## config.mk

```make
export PLATFORM = sky130hd
export DESIGN_NAME = vxd_reg_window
export DESIGN_NICKNAME = d
export VERILOG_FILES = /design/src/rtl/vxd_pkg.sv /design/src/rtl/vxd_opcode_store.sv /design/src/rtl/vxd_reg_window.sv
export SDC_FILE = /design/constraint.sdc
export NUM_CORES = 1
export LEC_CHECK = 0
export BUFFER_PORTS_ARGS = -buffer_cell sky130_fd_sc_hd__buf_4
export CELL_PAD_IN_SITES_DETAIL_PLACEMENT = 2
export CELL_PAD_IN_SITES_GLOBAL_PLACEMENT = 2
export CORE_MARGIN = 4
export CORE_UTILIZATION = 34
export CTS_BUF_LIST = sky130_fd_sc_hd__clkbuf_8
export DETAILED_ROUTE_END_ITERATION = 7
export GPL_TIMING_DRIVEN = 0
export HOLD_SLACK_MARGIN = 0.08
export PLACE_DENSITY_LB_ADDON = 0.1
export SLEW_MARGIN = 25
export SYNTH_ARGS = -nofsm -noshare
export SYNTH_HDL_FRONTEND = slang
export SYNTH_HIERARCHICAL = 1
export SYNTH_SLANG_ARGS = --single-unit
```

## constraint.sdc

```tcl
create_clock -name REF_CLK_I -period 3.7 [get_ports REF_CLK_I]
set_input_delay 0.37 -clock REF_CLK_I [delete_from_list [all_inputs] [get_ports REF_CLK_I]]
set_output_delay 0.37 -clock REF_CLK_I [all_outputs]
set_load 0.01 [all_outputs]
```

## src/rtl/vxd_pkg.sv

```systemverilog
// vxd_pkg: constants and carrier types for the register window decoder
// assumes a 16-bit backplane address and 16-bit data path
package vxd_pkg;

  localparam int          ADDR_W        = 16;
  localparam int          DATA_W        = 16;
  localparam int          LA_W          = 8;
  localparam int          OFFS_W        = 6;
  localparam logic [15:0] REGION_BASE   = 16'hC000;
  localparam logic [1:0]  REGION_TOP    = 2'h3;
  localparam logic [7:0]  LA_RESET      = 8'h18;
  localparam int          BLOCK_BYTES   = 64;
  localparam int          REG_COUNT     = 7;

  localparam logic [5:0]  OFS_ID        = 6'h00;
  localparam logic [5:0]  OFS_DEVTYPE   = 6'h02;
  localparam logic [5:0]  OFS_STATCTL   = 6'h04;
  localparam logic [5:0]  OFS_CMD       = 6'h08;
  localparam logic [5:0]  OFS_PARM      = 6'h0A;
  localparam logic [5:0]  OFS_DATA      = 6'h0C;
  localparam logic [5:0]  OFS_DATA_LO   = 6'h0E;

  localparam logic [15:0] ID_VALUE      = 16'hF123; // arbitrary value
  localparam logic [15:0] DEVTYPE_VALUE = 16'h0A5A; // arbitrary value
  localparam logic [7:0]  STAT_HI       = 8'hFF;
  localparam logic [15:0] CMD_RESET     = 16'h0000;

  typedef enum logic [2:0] {
    VXD_SEL_NONE,
    VXD_SEL_ID,
    VXD_SEL_DEVTYPE,
    VXD_SEL_STATCTL,
    VXD_SEL_CMD,
    VXD_SEL_PARM,
    VXD_SEL_DATA,
    VXD_SEL_DATA_LO
  } vxd_sel_t;

  typedef struct packed {
    logic        strobe;
    logic        write;
    logic        word;
    logic [15:0] addr;
    logic [15:0] wdata;
  } vxd_req_t;

  typedef struct packed {
    logic        ack;
    logic [15:0] rdata;
  } vxd_rsp_t;

endpackage : vxd_pkg

```

## src/rtl/vxd_opcode_store.sv

```systemverilog
// vxd_opcode_store: two-word holding store for command and parameter
// assumes writes and reads in the same clock domain, read data registered
`timescale 1ns/1ns
`default_nettype none
module vxd_opcode_store #(
  parameter int WIDTH = 16
) (
  input  wire logic             clk_i,
  input  wire logic             rst_b_i,
  input  wire logic             ce_i,
  input  wire logic             we_i,
  input  wire logic             waddr_i,
  input  wire logic [WIDTH-1:0] wdata_i,
  input  wire logic [WIDTH-1:0] wmask_i,
  input  wire logic             raddr_i,
  output logic      [WIDTH-1:0] rdata_o
);

  logic [WIDTH-1:0] mem_reg [2];
  logic [WIDTH-1:0] mem_next [2];
  logic [WIDTH-1:0] rdata_next;

  // byte lane merge needs at least one whole byte
  if (WIDTH < 8) begin : g_bad_width
    $error("store width below one byte");
  end

  // merge byte lanes so byte writes keep the other lane
  always_comb begin
    mem_next = mem_reg;
    if (we_i) begin
      mem_next[waddr_i] = (mem_reg[waddr_i] & ~wmask_i) |
                          (wdata_i & wmask_i);
    end
    rdata_next = mem_reg[raddr_i];
  end

  always_ff @(posedge clk_i or negedge rst_b_i) begin
    if (!rst_b_i) begin
      mem_reg[0] <= '0;
      mem_reg[1] <= '0;
      rdata_o    <= '0;
    end else if (ce_i) begin
      mem_reg <= mem_next;
      rdata_o <= rdata_next;
    end
  end

endmodule : vxd_opcode_store
`default_nettype wire

```

## src/rtl/vxd_reg_window.sv

```systemverilog
// vxd_reg_window: claims one 64-byte register block in the top quarter
// of the 16-bit backplane space and routes byte or word accesses to it.
// assumes bus inputs synchronous to REF_CLK_I, one strobe per access.
//
// What this block does
// - claim accesses only when the top two address bits are both one
// - each module owns one 64-byte block; up to 256 logical addresses
// - block base equals C000 plus logical address times 64
// - register chosen by low six address bits, offset within block
// - command opcode register accepted at byte offset 08
// - logical address defaults to 24, base C600, unless changed
// - only seven register offsets respond; the rest hold nothing
// - both 8-bit byte and 16-bit word accesses answer correctly
// - plain register access only; no word-serial message protocol
`timescale 1ns/1ns
`default_nettype none
module vxd_reg_window #(
  parameter logic [7:0] LA_DEFAULT = vxd_pkg::LA_RESET
) (
  input  wire logic                REF_CLK_I,
  input  wire logic                RST_B_I,
  input  wire logic                CE_I,
  input  wire logic                LA_LOAD_I,
  input  wire logic [7:0]          LA_VALUE_I,
  input  wire vxd_pkg::vxd_req_t   BUS_REQ_I,
  input  wire logic [15:0]         STATUS_I,
  input  wire logic [15:0]         DATA_I,
  output var vxd_pkg::vxd_rsp_t    BUS_RSP_O,
  output logic [2:0]               CONTROL_O,
  output logic [15:0]              CMD_OPCODE_O,
  output logic                     CMD_STROBE_O,
  output logic [15:0]              PARM_OPCODE_O,
  output logic                     PARM_STROBE_O,
  output logic [7:0]               LA_O
);

  // offset decode assumes one block spans exactly the offset field
  if (vxd_pkg::BLOCK_BYTES != (1 << vxd_pkg::OFFS_W)) begin : g_bad_block
    $error("block size must match the offset width");
  end

  ////////////////////////////////////////////////////////////////////////
  // address decode

  // base of the block for a logical address
  function automatic logic [15:0] block_base(input logic [7:0] la);
    block_base = vxd_pkg::REGION_BASE | {2'h0, la, 6'h00};
  endfunction : block_base

  // register select from the offset; odd addresses name the low lane
  function automatic vxd_pkg::vxd_sel_t offs_sel(input logic [5:0] ofs);
    case ({ofs[5:1], 1'b0})
      vxd_pkg::OFS_ID:      offs_sel = vxd_pkg::VXD_SEL_ID;
      vxd_pkg::OFS_DEVTYPE: offs_sel = vxd_pkg::VXD_SEL_DEVTYPE;
      vxd_pkg::OFS_STATCTL: offs_sel = vxd_pkg::VXD_SEL_STATCTL;
      vxd_pkg::OFS_CMD:     offs_sel = vxd_pkg::VXD_SEL_CMD;
      vxd_pkg::OFS_PARM:    offs_sel = vxd_pkg::VXD_SEL_PARM;
      vxd_pkg::OFS_DATA:    offs_sel = vxd_pkg::VXD_SEL_DATA;
      vxd_pkg::OFS_DATA_LO: offs_sel = vxd_pkg::VXD_SEL_DATA_LO;
      default:              offs_sel = vxd_pkg::VXD_SEL_NONE;
    endcase
  endfunction : offs_sel

  logic [7:0]        la_reg;
  logic [7:0]        la_next;
  logic              in_region;
  logic              in_block;
  vxd_pkg::vxd_sel_t sel;
  logic              hit;
  logic [15:0]       lane_mask;
  logic [15:0]       blk_base;

  // top quarter check, then base compare on the upper ten bits
  always_comb begin
    blk_base  = block_base(la_reg);
    in_region = (BUS_REQ_I.addr[15:14] == vxd_pkg::REGION_TOP);
    in_block  = in_region &&
                (BUS_REQ_I.addr[15:6] == blk_base[15:6]);
    sel       = offs_sel(BUS_REQ_I.addr[5:0]);
    hit       = BUS_REQ_I.strobe && in_block &&
                (sel != vxd_pkg::VXD_SEL_NONE);
    // word uses both lanes; even byte is upper lane, odd byte lower
    if (BUS_REQ_I.word) lane_mask = 16'hFFFF;
    else if (BUS_REQ_I.addr[0]) lane_mask = 16'h00FF;
    else lane_mask = 16'hFF00;
  end

  ////////////////////////////////////////////////////////////////////////
  // logical address selection, reset value is the factory default

  always_comb begin
    la_next = la_reg;
    if (LA_LOAD_I) la_next = LA_VALUE_I;
  end

  always_ff @(posedge REF_CLK_I or negedge RST_B_I) begin
    if (!RST_B_I) la_reg <= LA_DEFAULT;
    else if (CE_I) la_reg <= la_next;
  end

  assign LA_O = la_reg;

  ////////////////////////////////////////////////////////////////////////
  // write side: control bits and opcode strobes

  logic [2:0]  ctl_reg;
  logic [2:0]  ctl_next;
  logic        cmd_stb_reg;
  logic        cmd_stb_next;
  logic        parm_stb_reg;
  logic        parm_stb_next;
  logic        wr_hit;
  logic        st_we;
  logic        st_waddr;

  // registers are written directly; there is no serial message engine
  always_comb begin
    wr_hit        = hit && BUS_REQ_I.write;
    ctl_next      = ctl_reg;
    cmd_stb_next  = 1'b0;
    parm_stb_next = 1'b0;
    st_we         = 1'b0;
    st_waddr      = 1'b0;
    if (wr_hit) begin
      case (sel)
        vxd_pkg::VXD_SEL_STATCTL: begin
          if (lane_mask[0]) ctl_next = BUS_REQ_I.wdata[2:0];
        end
        vxd_pkg::VXD_SEL_CMD: begin
          st_we        = 1'b1;
          cmd_stb_next = 1'b1;
        end
        vxd_pkg::VXD_SEL_PARM: begin
          st_we         = 1'b1;
          st_waddr      = 1'b1;
          parm_stb_next = 1'b1;
        end
        default: ;
      endcase
    end
  end

  always_ff @(posedge REF_CLK_I or negedge RST_B_I) begin
    if (!RST_B_I) begin
      ctl_reg      <= 3'h0;
      cmd_stb_reg  <= 1'b0;
      parm_stb_reg <= 1'b0;
    end else if (CE_I) begin
      ctl_reg      <= ctl_next;
      cmd_stb_reg  <= cmd_stb_next;
      parm_stb_reg <= parm_stb_next;
    end
  end

  // opcode words held in a small store; port A side reads parameter
  logic [15:0] st_rdata;
  vxd_opcode_store #(
    .WIDTH(16)
  ) u_store (
    .clk_i  (REF_CLK_I),
    .rst_b_i(RST_B_I),
    .ce_i   (CE_I),
    .we_i   (st_we),
    .waddr_i(st_waddr),
    .wdata_i(BUS_REQ_I.wdata),
    .wmask_i(lane_mask),
    .raddr_i(1'b1),
    .rdata_o(st_rdata)
  );

  // command value kept in a shadow register beside the store, not read from its port
  logic [15:0] cmd_reg;
  logic [15:0] cmd_next;
  always_comb begin
    cmd_next = cmd_reg;
    if (st_we && !st_waddr)
      cmd_next = (cmd_reg & ~lane_mask) | (BUS_REQ_I.wdata & lane_mask);
  end
  always_ff @(posedge REF_CLK_I or negedge RST_B_I) begin
    if (!RST_B_I) cmd_reg <= vxd_pkg::CMD_RESET;
    else if (CE_I) cmd_reg <= cmd_next;
  end

  assign CONTROL_O     = ctl_reg;
  assign CMD_OPCODE_O  = cmd_reg;
  assign CMD_STROBE_O  = cmd_stb_reg;
  assign PARM_OPCODE_O = st_rdata;
  assign PARM_STROBE_O = parm_stb_reg;

  ////////////////////////////////////////////////////////////////////////
  // read side and acknowledge, one cycle after the strobe

  logic        ack_reg;
  logic        ack_next;
  logic [15:0] rdata_reg;
  logic [15:0] rdata_next;
  logic [15:0] rd_word;

  // read mux; the command offset reads back the query side input
  always_comb begin
    case (sel)
      vxd_pkg::VXD_SEL_ID:      rd_word = vxd_pkg::ID_VALUE;
      vxd_pkg::VXD_SEL_DEVTYPE: rd_word = vxd_pkg::DEVTYPE_VALUE;
      vxd_pkg::VXD_SEL_STATCTL: rd_word = {vxd_pkg::STAT_HI, STATUS_I[7:0]};
      vxd_pkg::VXD_SEL_CMD:     rd_word = STATUS_I;
      vxd_pkg::VXD_SEL_DATA:    rd_word = DATA_I;
      vxd_pkg::VXD_SEL_DATA_LO: rd_word = DATA_I;
      default:                  rd_word = 16'h0000;
    endcase
    ack_next   = hit;
    rdata_next = rdata_reg;
    if (hit && !BUS_REQ_I.write) begin
      // byte reads return the chosen lane in the low bits
      if (BUS_REQ_I.word) rdata_next = rd_word;
      else if (BUS_REQ_I.addr[0]) rdata_next = {8'h00, rd_word[7:0]};
      else rdata_next = {8'h00, rd_word[15:8]};
    end
  end

  always_ff @(posedge REF_CLK_I or negedge RST_B_I) begin
    if (!RST_B_I) begin
      ack_reg   <= 1'b0;
      rdata_reg <= 16'h0000;
    end else if (CE_I) begin
      ack_reg   <= ack_next;
      rdata_reg <= rdata_next;
    end
  end

  assign BUS_RSP_O = '{ack: ack_reg, rdata: rdata_reg};

  ////////////////////////////////////////////////////////////////////////
  // checks

  a_out_block_quiet: assert property (@(posedge REF_CLK_I)
    disable iff (!RST_B_I)
    (CE_I && BUS_REQ_I.strobe &&
     BUS_REQ_I.addr[15:6] != blk_base[15:6]) |=> !ack_reg)
    else $error("ack for foreign address");
  a_low_quarter: assert property (@(posedge REF_CLK_I)
    disable iff (!RST_B_I)
    (CE_I && BUS_REQ_I.addr[15:14] != 2'h3) |=> !ack_reg)
    else $error("ack below top quarter");
  a_hit_acks: assert property (@(posedge REF_CLK_I)
    disable iff (!RST_B_I)
    (CE_I && BUS_REQ_I.strobe &&
     BUS_REQ_I.addr[15:6] == ({2'h3, 14'h0000} >> 6) + la_reg &&
     offs_sel(BUS_REQ_I.addr[5:0]) != vxd_pkg::VXD_SEL_NONE) |=> ack_reg)
    else $error("claimed access not acknowledged");
  a_empty_offset: assert property (@(posedge REF_CLK_I)
    disable iff (!RST_B_I)
    (CE_I && BUS_REQ_I.addr[5:0] == 6'h10) |=> !ack_reg)
    else $error("ack for empty offset");
  a_cmd_write: assert property (@(posedge REF_CLK_I)
    disable iff (!RST_B_I)
    (CE_I && hit && BUS_REQ_I.write && BUS_REQ_I.word &&
     BUS_REQ_I.addr[5:0] == 6'h08) |=> (CMD_STROBE_O &&
     CMD_OPCODE_O == $past(BUS_REQ_I.wdata)))
    else $error("command write lost");
  a_byte_read: assert property (@(posedge REF_CLK_I)
    disable iff (!RST_B_I)
    (CE_I && hit && !BUS_REQ_I.write && !BUS_REQ_I.word) |=>
    (BUS_RSP_O.rdata[15:8] == 8'h00))
    else $error("byte read high lane not zero");
  a_la_default: assert property (@(posedge REF_CLK_I)
    disable iff (!RST_B_I)
    $rose(RST_B_I) |-> (la_reg == LA_DEFAULT))
    else $error("logical address not default");
  a_ack_one_cycle: assert property (@(posedge REF_CLK_I)
    disable iff (!RST_B_I)
    (CE_I && !BUS_REQ_I.strobe) |=> !ack_reg)
    else $error("ack without strobe");
  a_block_size: assert property (@(posedge REF_CLK_I)
    disable iff (!RST_B_I)
    (CE_I && BUS_REQ_I.strobe && BUS_REQ_I.addr[5:0] == 6'h08 &&
     BUS_REQ_I.addr[15:6] == blk_base[15:6] + 10'h001)
    |=> !ack_reg)
    else $error("neighbour block claimed");

  c_word_write: cover property (@(posedge REF_CLK_I)
    hit && BUS_REQ_I.write && BUS_REQ_I.word);
  c_byte_read: cover property (@(posedge REF_CLK_I)
    hit && !BUS_REQ_I.write && !BUS_REQ_I.word);
  c_miss: cover property (@(posedge REF_CLK_I)
    BUS_REQ_I.strobe && !hit);

endmodule : vxd_reg_window
`default_nettype wire

```

==> results of run 1 <==
## synth_stat cells (all sizes together) (4+ instances only)
cell / number
dfrtp: 92
mux2: 72
a21oi: 28
mux2i: 21
nor2: 21
buf: 19
nand4: 17
nand4b: 16
nand2: 14
inv: 10
nor2b: 8
o21ai: 8
xnor2: 7
clkbuf: 4
nand3: 4
nor4: 4
## power by group through the flow
stage	clock network (mW)	registers [mW]	logic (mW)
final	0.672	1.07	0.299
after detailed placement	0	1.09	0.303
after global routing	0.741	1.08	0.332
after floorplan	0	1.10	0.119
after global placement	0	1.09	0.292
after CTS	0.696	1.07	0.304
## per-layer routing
metal / part of all wire [%] / vias to the layer above / global-route usage (%)
li1: - / 1677 / -
met2: 52 / 103 / 33.37
met3: 7.5 / 14 / 6.175
met1: 39 / 1897 / 21.70
met4: 1.4 / 0 / 5.803
met5: 0 / - / 0
## logic make-up after synthesis
logic type / count (synthesis) / share of synthesized area [%]
flip-flops: 94 / 50.88
multiplexers: 93 / 22.55
AND/OR/NAND/NOR: 93 / 12.63
AO/OA/AOI/OAI: 57 / 7.543
buffers and inverters: 34 / 4.379
XOR/XNOR: 8 / 1.514
adder cells (fa/ha/maj): 2 / 0.4326
other: 1 / 0.08103
## metrics by stage
stage,cells,util (%)
floorplan,382,-
global placement,695,44.20
detailed placement,695,44.28
CTS,711,45.69
global route,711,45.69
finish,711,45.69
## cell type report
type / count / area [um^2] / share of cell area, %
clock buffer: 12 / 165.2 / 2.719
clock inverter: 4 / 22.52 / 0.3708
tap: 176 / 220.2 / 3.625
buffer: 23 / 161.4 / 2.657
inverter: 11 / 41.29 / 0.6797
sequential: 94 / 2355 / 38.76
timing repair buffer: 137 / 1032 / 16.99
multi-input combinational: 254 / 2077 / 34.19
## final timing paths
| check | slack, ns | cells past startpoint | endpoint |
|---|---|---|---|
| setup / recovery | 0.64 | 8 | u_store/mem_reg[14]$_DFFE_PN0P_ |
| hold / removal | 0.08 | 1 | u_store/rdata_o[4]$_DFFE_PN0P_ |
| setup reg to reg | 0.64 | 8 | u_store/mem_reg[14]$_DFFE_PN0P_ |
| hold reg to reg | 0.50 | 1 | u_store/mem_reg[18]$_DFFE_PN0P_ |
| max in group asynchronous | 3.03 | 1 | rdata_reg[6]$_DFFE_PN0P_ |
| min in group REF_CLK_I | 0.22 | 2 | LA_O[3]$_DFFE_PN1P_ |
==> out/results.md, run 1 <==
| Step | Item | Value |
| --- | --- | --- |
| setup path | Highest-delay cell along the critical path | sky130_fd_sc_hd__nor4_2 |
| synthesis | Post-synthesis area per instance | 12.12 um^2 |
| cts | CTS sink cnt | 94 |
| cts | Post-CTS Setup Bufs | 0 |
| synthesis | Number of distinct standard cells referenced by the synthesized netlist | 48 |
| layout | Most common cell after layout, fill and taps aside | sky130_fd_sc_hd__buf_4 |
| die | Cell Rows | 42 |
| synthesis | Top post-synthesis cells by area | sky130_fd_sc_hd__dfrtp_1, sky130_fd_sc_hd__mux2_2, sky130_fd_sc_hd__mux2i_1 |
| route | Detail-routed net length per standard cell | 20.04 um |
| die | IO Pins | 141 |
| synthesis | Cell count after synthesis | 382 |
| run status | Status | complete, no violations |
| route | Initial detailed-routing violation count | 107 |
| layout | Post-layout net count | 609 |
| grt | Pin count of the biggest net entering global routing | 95 |
| sta | Total count of hold-check failures in the final report | 0 |
| sta | Fmax | 327.0 MHz |
| setup path | Largest incremental delay on the critical path | 0.65 ns |
| layout | Post-synthesis to final-layout area growth | 31.25% |
| route | Remaining antenna violation count after routing | 0 |
| cts | Clock root buffer master | sky130_fd_sc_hd__clkbuf_8 |
| power and ir drop | Sequential power share | 52.5% |
| sta | Final clock skew | 0.01047 ns |
| setup path | Critical Path RT | 3.96 ns |
| power and ir drop | Overall power after layout | 2.044 mW |
| cts | Clock Latency Late Sink | 0.38 ns |
| layout | ANT cells | 0 |
| layout | Share of cells above drive strength 1 | 44.11% |
| sta | Sum of negative setup slack | 0 ns |
| grt | Global-route wire length before repair | 23,340 um |
| power and ir drop | VDD IR max | 0.0001831 V |
| cts | Number of CTS-inserted buffers | 9 |
| grt | Via count of the first global-routing pass | 4,291 |
| placement | Placed cell areas | 5887 um^2 |
| power and ir drop | Cell Int Power | 1.493 mW |
| setup path | CP Class | reg2reg |
| cts | Resize count post-CTS | 0 |
| sta | Setup repair after global routing missed its margin | no |
| setup path | Critical-path cell list | xnor2_1 > nand2_1 > or3_1 > nor4_2 > and2_1 > buf_2 > nand4_1 > mux2_1 |
| placement | IO Port Bufs | 137 |
| grt | Initial antenna violation count | 0 |
| synthesis | Proportion of register bits with asynchronous set or reset after synthesis | 100.0% |
| synthesis | Post-synth top area share | 49.74% |
| route | Post-detailed-route DRC marker count | 0 |
| power and ir drop | Total leakage power | 3.068 nW |
| setup path | Crit path launch | LA_O[4]$_DFFE_PN1P_ |
| placement | Half-perimeter wire length of the detailed placement result | 10,570 um |
| sta | Setup violators final | 0 |
| synthesis | Netlist area before placement | 4628 um^2 |
| power and ir drop | Switching portion of total power | 26.96% |
| sta | Post-route minimum period | 3.058 ns |
| synthesis | Number of synthesized flops with an enable pin | 0 |
| layout | Design area | 6075 um^2 |
| setup path | Reg-to-reg startpoint | LA_O[4]$_DFFE_PN1P_ |
| cts | Clock slew at the register clock pins of the worst setup and hold paths | 0.09 ns |
| cts | Total number of H-tree levels | 3 |
| route | Total number of vias | 3,691 |
| power and ir drop | Power Dens Cells | 336.5 nW/um^2 |
| power and ir drop | Portion of total power attributed to combinational logic | 14.6% |
| sta | Slew HR | 41.46% |
| synthesis | Yosys synthesis warning count | 6 |
| flow run | Number of violations of the max-capacitance limit | 0 |
| layout | Top library cells by usage in the layout, fill and taps aside | sky130_fd_sc_hd__buf_4, sky130_fd_sc_hd__dfrtp_1, sky130_fd_sc_hd__mux2_2 |
| setup path | Type of destination of the critical path | register |
| placement | Post-Place Setup Slack | 0.5600 ns |
| die | Chip Height | 124.7 um |
| die | Die X-Extent | 124.7 um |
| cts | Number of buffers inserted for hold repair after clock tree synthesis | 0 |
| setup path | Arr. time, crit path | 3.32 ns |
| sta | Slew of the pin with the lowest slew margin | 0.8781 ns |
| worst hold path | Type of the worst min-delay path | in2async |
| cts | Clock tree buffer depth | 2 |
| die | Starting density of the core | 34.81% |
| sta | Worst path setup slack after routing | 0.6420 ns |
| die | Core area | 13,300 um^2 |
| synthesis | Dominant cell type by area after synthesis | sky130_fd_sc_hd__dfrtp_1 |
| power and ir drop | Power share of the clock group | 32.9% |
| setup path | Largest fanout on the critical path | 10 |
| grt | Overall global routing resource usage | 18.90% |
| power and ir drop | Switching power of the nets | 0.5511 mW |
| grt | Total global routing overflow | 0 |
| layout | Fillers | 1,352 |
| route | Total wirelength of the detailed-routed design | 14,250 um |
| die | Area enclosed by the die boundary | 15,540 um^2 |
| setup path | Crit path max-delay family | simple AND/OR/NAND/NOR gates |
| synthesis | Primary flip-flop cell chosen by synthesis mapping | sky130_fd_sc_hd__dfrtp_1 |
| sta | Hold Worst Slack | 0.08221 ns |
| sta | Period Utilization, post-route | 82.65% |
| route | Detailed Routing Iterations Pass 1 | 4 |
| setup path | CP Launch Type | register |
| setup path | Combined buffer and inverter count along the critical path | 1 |
| sta | Final max-slew violation count | 0 |
| synthesis | Post-synthesis register bit count | 94 |
| route | Via density | 5.191 |
| synthesis | Total nets after synthesis | 461 |
| placement | Routability-driven placement congestion ratio | 0.8019 |
| cts | TritonCTS clock tree | built |
| synthesis | Sequential cell area fraction in the yosys report | 50.88% |
Note: power is estimated with default switching activity, not from simulation.
==> run 2: changes to the inputs <==
- ABC_AREA: default -> 1
- CORE_UTILIZATION: 34 -> 27
- clock period: 3.7 -> 2.5 ns (I/O delays scaled with it)
==> run 2 against run 1 <==
Fmax rose by 32%. Critical path depth rose by 7. Synthesized cell count is 83% higher. Final area up 13%.
==> out/results.md, run 2 <==
| Step | Item | Value |
| --- | --- | --- |
| grt | Overall global routing resource usage | 19.15% |
| setup path | CP Class | reg2reg |
| cts | Clock Latency Late Sink | 0.39 ns |
| sta | Setup repair after global routing missed its margin | no |
| run status | Status | complete, no violations |
| sta | Period Utilization, post-route | 92.56% |
| synthesis | Most repeated cell in the gate-level netlist after synthesis | sky130_fd_sc_hd__nand2_1 |
| placement | Half-perimeter wire length of the detailed placement result | 15,260 um |
| synthesis | Yosys synthesis warning count | 6 |
| power and ir drop | Power Dens Cells | 489.0 nW/um^2 |
| setup path | Highest-delay cell along the critical path | sky130_fd_sc_hd__dfstp_2 |
| route | Detailed Routing Iterations Pass 1 | 4 |
| layout | Post-synthesis to final-layout area growth | 33.58% |
| die | Core area | 18,710 um^2 |
| cts | Clock slew at the register clock pins of the worst setup and hold paths | 0.11 ns |
| die | Chip Height | 146.1 um |
| setup path | Worst-case reg-to-reg path depth | 15 |
| grt | Total global routing overflow | 0 |
| power and ir drop | VDD IR max | 0.0002127 V |
| cts | Total number of H-tree levels | 3 |
| synthesis | Total nets after synthesis | 779 |
| sta | Fmax | 432.1 MHz |
| layout | Most common cell after layout, fill and taps aside | sky130_fd_sc_hd__nand2_1 |
| route | Total number of vias | 5,286 |
| synthesis | Synth Area in Adders | 0% |
| cts | TritonCTS clock tree | built |
| synthesis | Largest family of logic cells by synthesized area | simple AND/OR/NAND/NOR gates |
| setup path | Reg-to-reg startpoint | LA_O[3]$_DFFE_PN1P_ |
| setup path | Largest incremental delay on the critical path | 0.55 ns |
| setup path | Crit path launch | LA_O[3]$_DFFE_PN1P_ |
| layout | Top library cells by usage in the layout, fill and taps aside | sky130_fd_sc_hd__nand2_1, sky130_fd_sc_hd__buf_4, sky130_fd_sc_hd__nand3_1 |
| setup path | Critical-path cell list | inv_1 > nand2_1 > nand2_1 > inv_1 > nand2_1 > nor2_4 > nand4_4 > nor4_4 > buf_6 > buf_4 > buf_4 > nand2_1 > nand3_1 > nand3_1 > nand2_1 |
| sta | Slew HR | 44.19% |
| layout | Area occupied by multi-input gates | 2399 um^2 |
| synthesis | Cell count after synthesis | 700 |
| die | IO Pins | 141 |
| route | Via density | 4.797 |
| cts | Clock root buffer master | sky130_fd_sc_hd__clkbuf_8 |
| synthesis | Primary flip-flop cell chosen by synthesis mapping | sky130_fd_sc_hd__dfrtp_1 |
| setup path | CP Launch Type | register |
| setup path | Arr. time, crit path | 2.64 ns |
| synthesis | Synthesized-area fraction occupied by and/or/nand/nor cells | 42.35% |
| placement | IO Port Bufs | 139 |
| synthesis | Xor/xnor cell area share of the yosys netlist | 0.1702% |
| die | Starting density of the core | 27.51% |
| synthesis | Sequential cell area fraction in the yosys report | 45.76% |
| grt | Initial antenna violation count | 0 |
| layout | Fillers | 2,227 |
| worst hold path | Type of the worst min-delay path | in2reg |
| sta | Slew of the pin with the lowest slew margin | 0.8372 ns |
| layout | Total area of sequential cells | 2355 um^2 |
| synthesis | Fraction of the mapped netlist area in compound gates | 3.355% |
| synthesis | Top post-synthesis cells by area | sky130_fd_sc_hd__dfrtp_1, sky130_fd_sc_hd__nand2_1, sky130_fd_sc_hd__nand3_1 |
| layout | Share of cells above drive strength 1 | 26.73% |
| worst hold path | Hold depth | 3 |
| grt | Pin count of the biggest net entering global routing | 95 |
| route | Remaining antenna violation count after routing | 0 |
| sta | Post-route minimum period | 2.314 ns |
| placement | Post-Place Setup Slack | -0.06880 ns |
| synthesis | Proportion of register bits with asynchronous set or reset after synthesis | 100.0% |
| placement | Routability-driven placement congestion ratio | 0.7749 |
| die | Die X-Extent | 146.1 um |
| synthesis | Netlist area before placement | 5146 um^2 |
| die | Cell Rows | 50 |
| cts | Number of CTS-inserted buffers | 9 |
| synthesis | Number of distinct standard cells referenced by the synthesized netlist | 32 |
| route | Post-detailed-route DRC marker count | 0 |
| synthesis | Post-synth top area share | 44.74% |
| layout | ANT cells | 0 |
| cts | CTS sink cnt | 94 |
| sta | Worst path setup slack after routing | 0.1859 ns |
| synthesis | Dominant cell type by area after synthesis | sky130_fd_sc_hd__dfrtp_1 |
| sta | Total count of hold-check failures in the final report | 0 |
| power and ir drop | Total leakage power | 3.808 nW |
| synthesis | Number of synthesized flops with an enable pin | 0 |
| route | Initial detailed-routing violation count | 161 |
| sta | Final clock skew | 0.01133 ns |
| route | Detail-routed net length per standard cell | 18.25 um |
| layout | Design area | 6874 um^2 |
| synthesis | Proportion of synthesized area in mux cells | 0% |
| sta | Hold Worst Slack | 0.1027 ns |
| sta | Sum of negative setup slack | 0 ns |
| synthesis | Top post-synthesis cells by count | sky130_fd_sc_hd__nand2_1, sky130_fd_sc_hd__nand3_1, sky130_fd_sc_hd__dfrtp_1 |
| setup path | Largest fanout on the critical path | 10 |
| route | Total wirelength of the detailed-routed design | 20,120 um |
| setup path | Type of destination of the critical path | register |
| worst hold path | Hold Path Origin | BUS_REQ_I[11] |
| setup path | Critical Path RT | 2.82 ns |
| placement | Placed cell areas | 6486 um^2 |
| layout | Post-layout net count | 942 |
| grt | Global-route wire length before repair | 32,680 um |
| synthesis | Post-synthesis area per instance | 7.352 um^2 |
| flow run | Number of violations of the max-capacitance limit | 0 |
| grt | Via count of the first global-routing pass | 6,054 |
| synthesis | Post-synthesis register bit count | 94 |
| die | Area enclosed by the die boundary | 21,330 um^2 |
| sta | Setup violators final | 0 |
| sta | Final max-slew violation count | 0 |
| power and ir drop | Overall power after layout | 3.361 mW |
| setup path | Crit-path most repeated cell | sky130_fd_sc_hd__nand2_1 |
| cts | Clock tree buffer depth | 2 |
## run 2: logic make-up after synthesis
group | Yosys count
AOI/OAI and AO/OA | 30
xor gates and xnor gates | 1
buffers and inverters | 90
DFF | 94
other | 1
and+or+nand+nor | 484
## run 2: final cells by class
class | count | share of cell area [%]
repair buffers | 152 | 16.84
well taps | 234 | 4.259
clock buffers | 9 | 1.802
clock inverters | 7 | 1.747
plain buffers | 22 | 2.348
inverters | 68 | 3.859
multi-input cells | 516 | 34.89
flip-flops and latches | 94 | 34.26
## run 2: layer usage
metal / track usage, % / wire length [um] / vias to the layer above
li1: - / - / 2537
met1: 23.01 / 8488 / 2638
met2: 35.54 / 10670 / 89
met3: 2.917 / 688 / 22
met4: 5.221 / 265 / 0
met5: 0 / 0 / -
## run 2: final timing paths
kind / to / slack (ns)
min in group asynchronous: LA_O[5]$_DFFE_PN0P_ / 0.47
max reg2reg: u_store/mem_reg[15]$_DFFE_PN0P_ / 0.19
min: register / 0.10
min reg2reg: register / 0.49
max in group asynchronous: rdata_reg[5]$_DFFE_PN0P_ / 1.40
max: u_store/mem_reg[15]$_DFFE_PN0P_ / 0.19
## run 2: where the power goes
part / internal [mW] / switching [mW] / total (mW) / leakage, nW
combinational: 0.205 / 0.284 / 0.489 / 2.45
clock: 0.669 / 0.617 / 1.29 / 0.120
sequential: 1.56 / 0.0284 / 1.59 / 1.24
total: 2.43 / 0.929 / 3.36 / 3.81
## run 2: critical path, delay by kind of cell, from the launching register on
kind,cells,cell delay [ns]
and+or+nand+nor,10,1.13
buffers and inverters,5,0.60
DFF,1,0.55
## run 2: timing repair
item | CTS | global route
buffers inserted | 0 | 9
gates resized for setup | 2 | 4
hold buffers | 4 | 0
pin swaps | 0 | 3
hold endpoints to repair | 95 | 0
endpoints found under the setup margin | 18 | 32
## run 2: per-stage QoR
| step | std cells | util (%) |
|---|---|---|
| 6_report | 1102 | 36.75 |
| 2_1_floorplan | 700 | - |
| 4_1_cts | 1093 | 36.24 |
| 3_5_place_dp | 1073 | 34.68 |
| 3_3_place_gp | 1073 | 34.66 |
| 5_1_grt | 1102 | 36.75 |
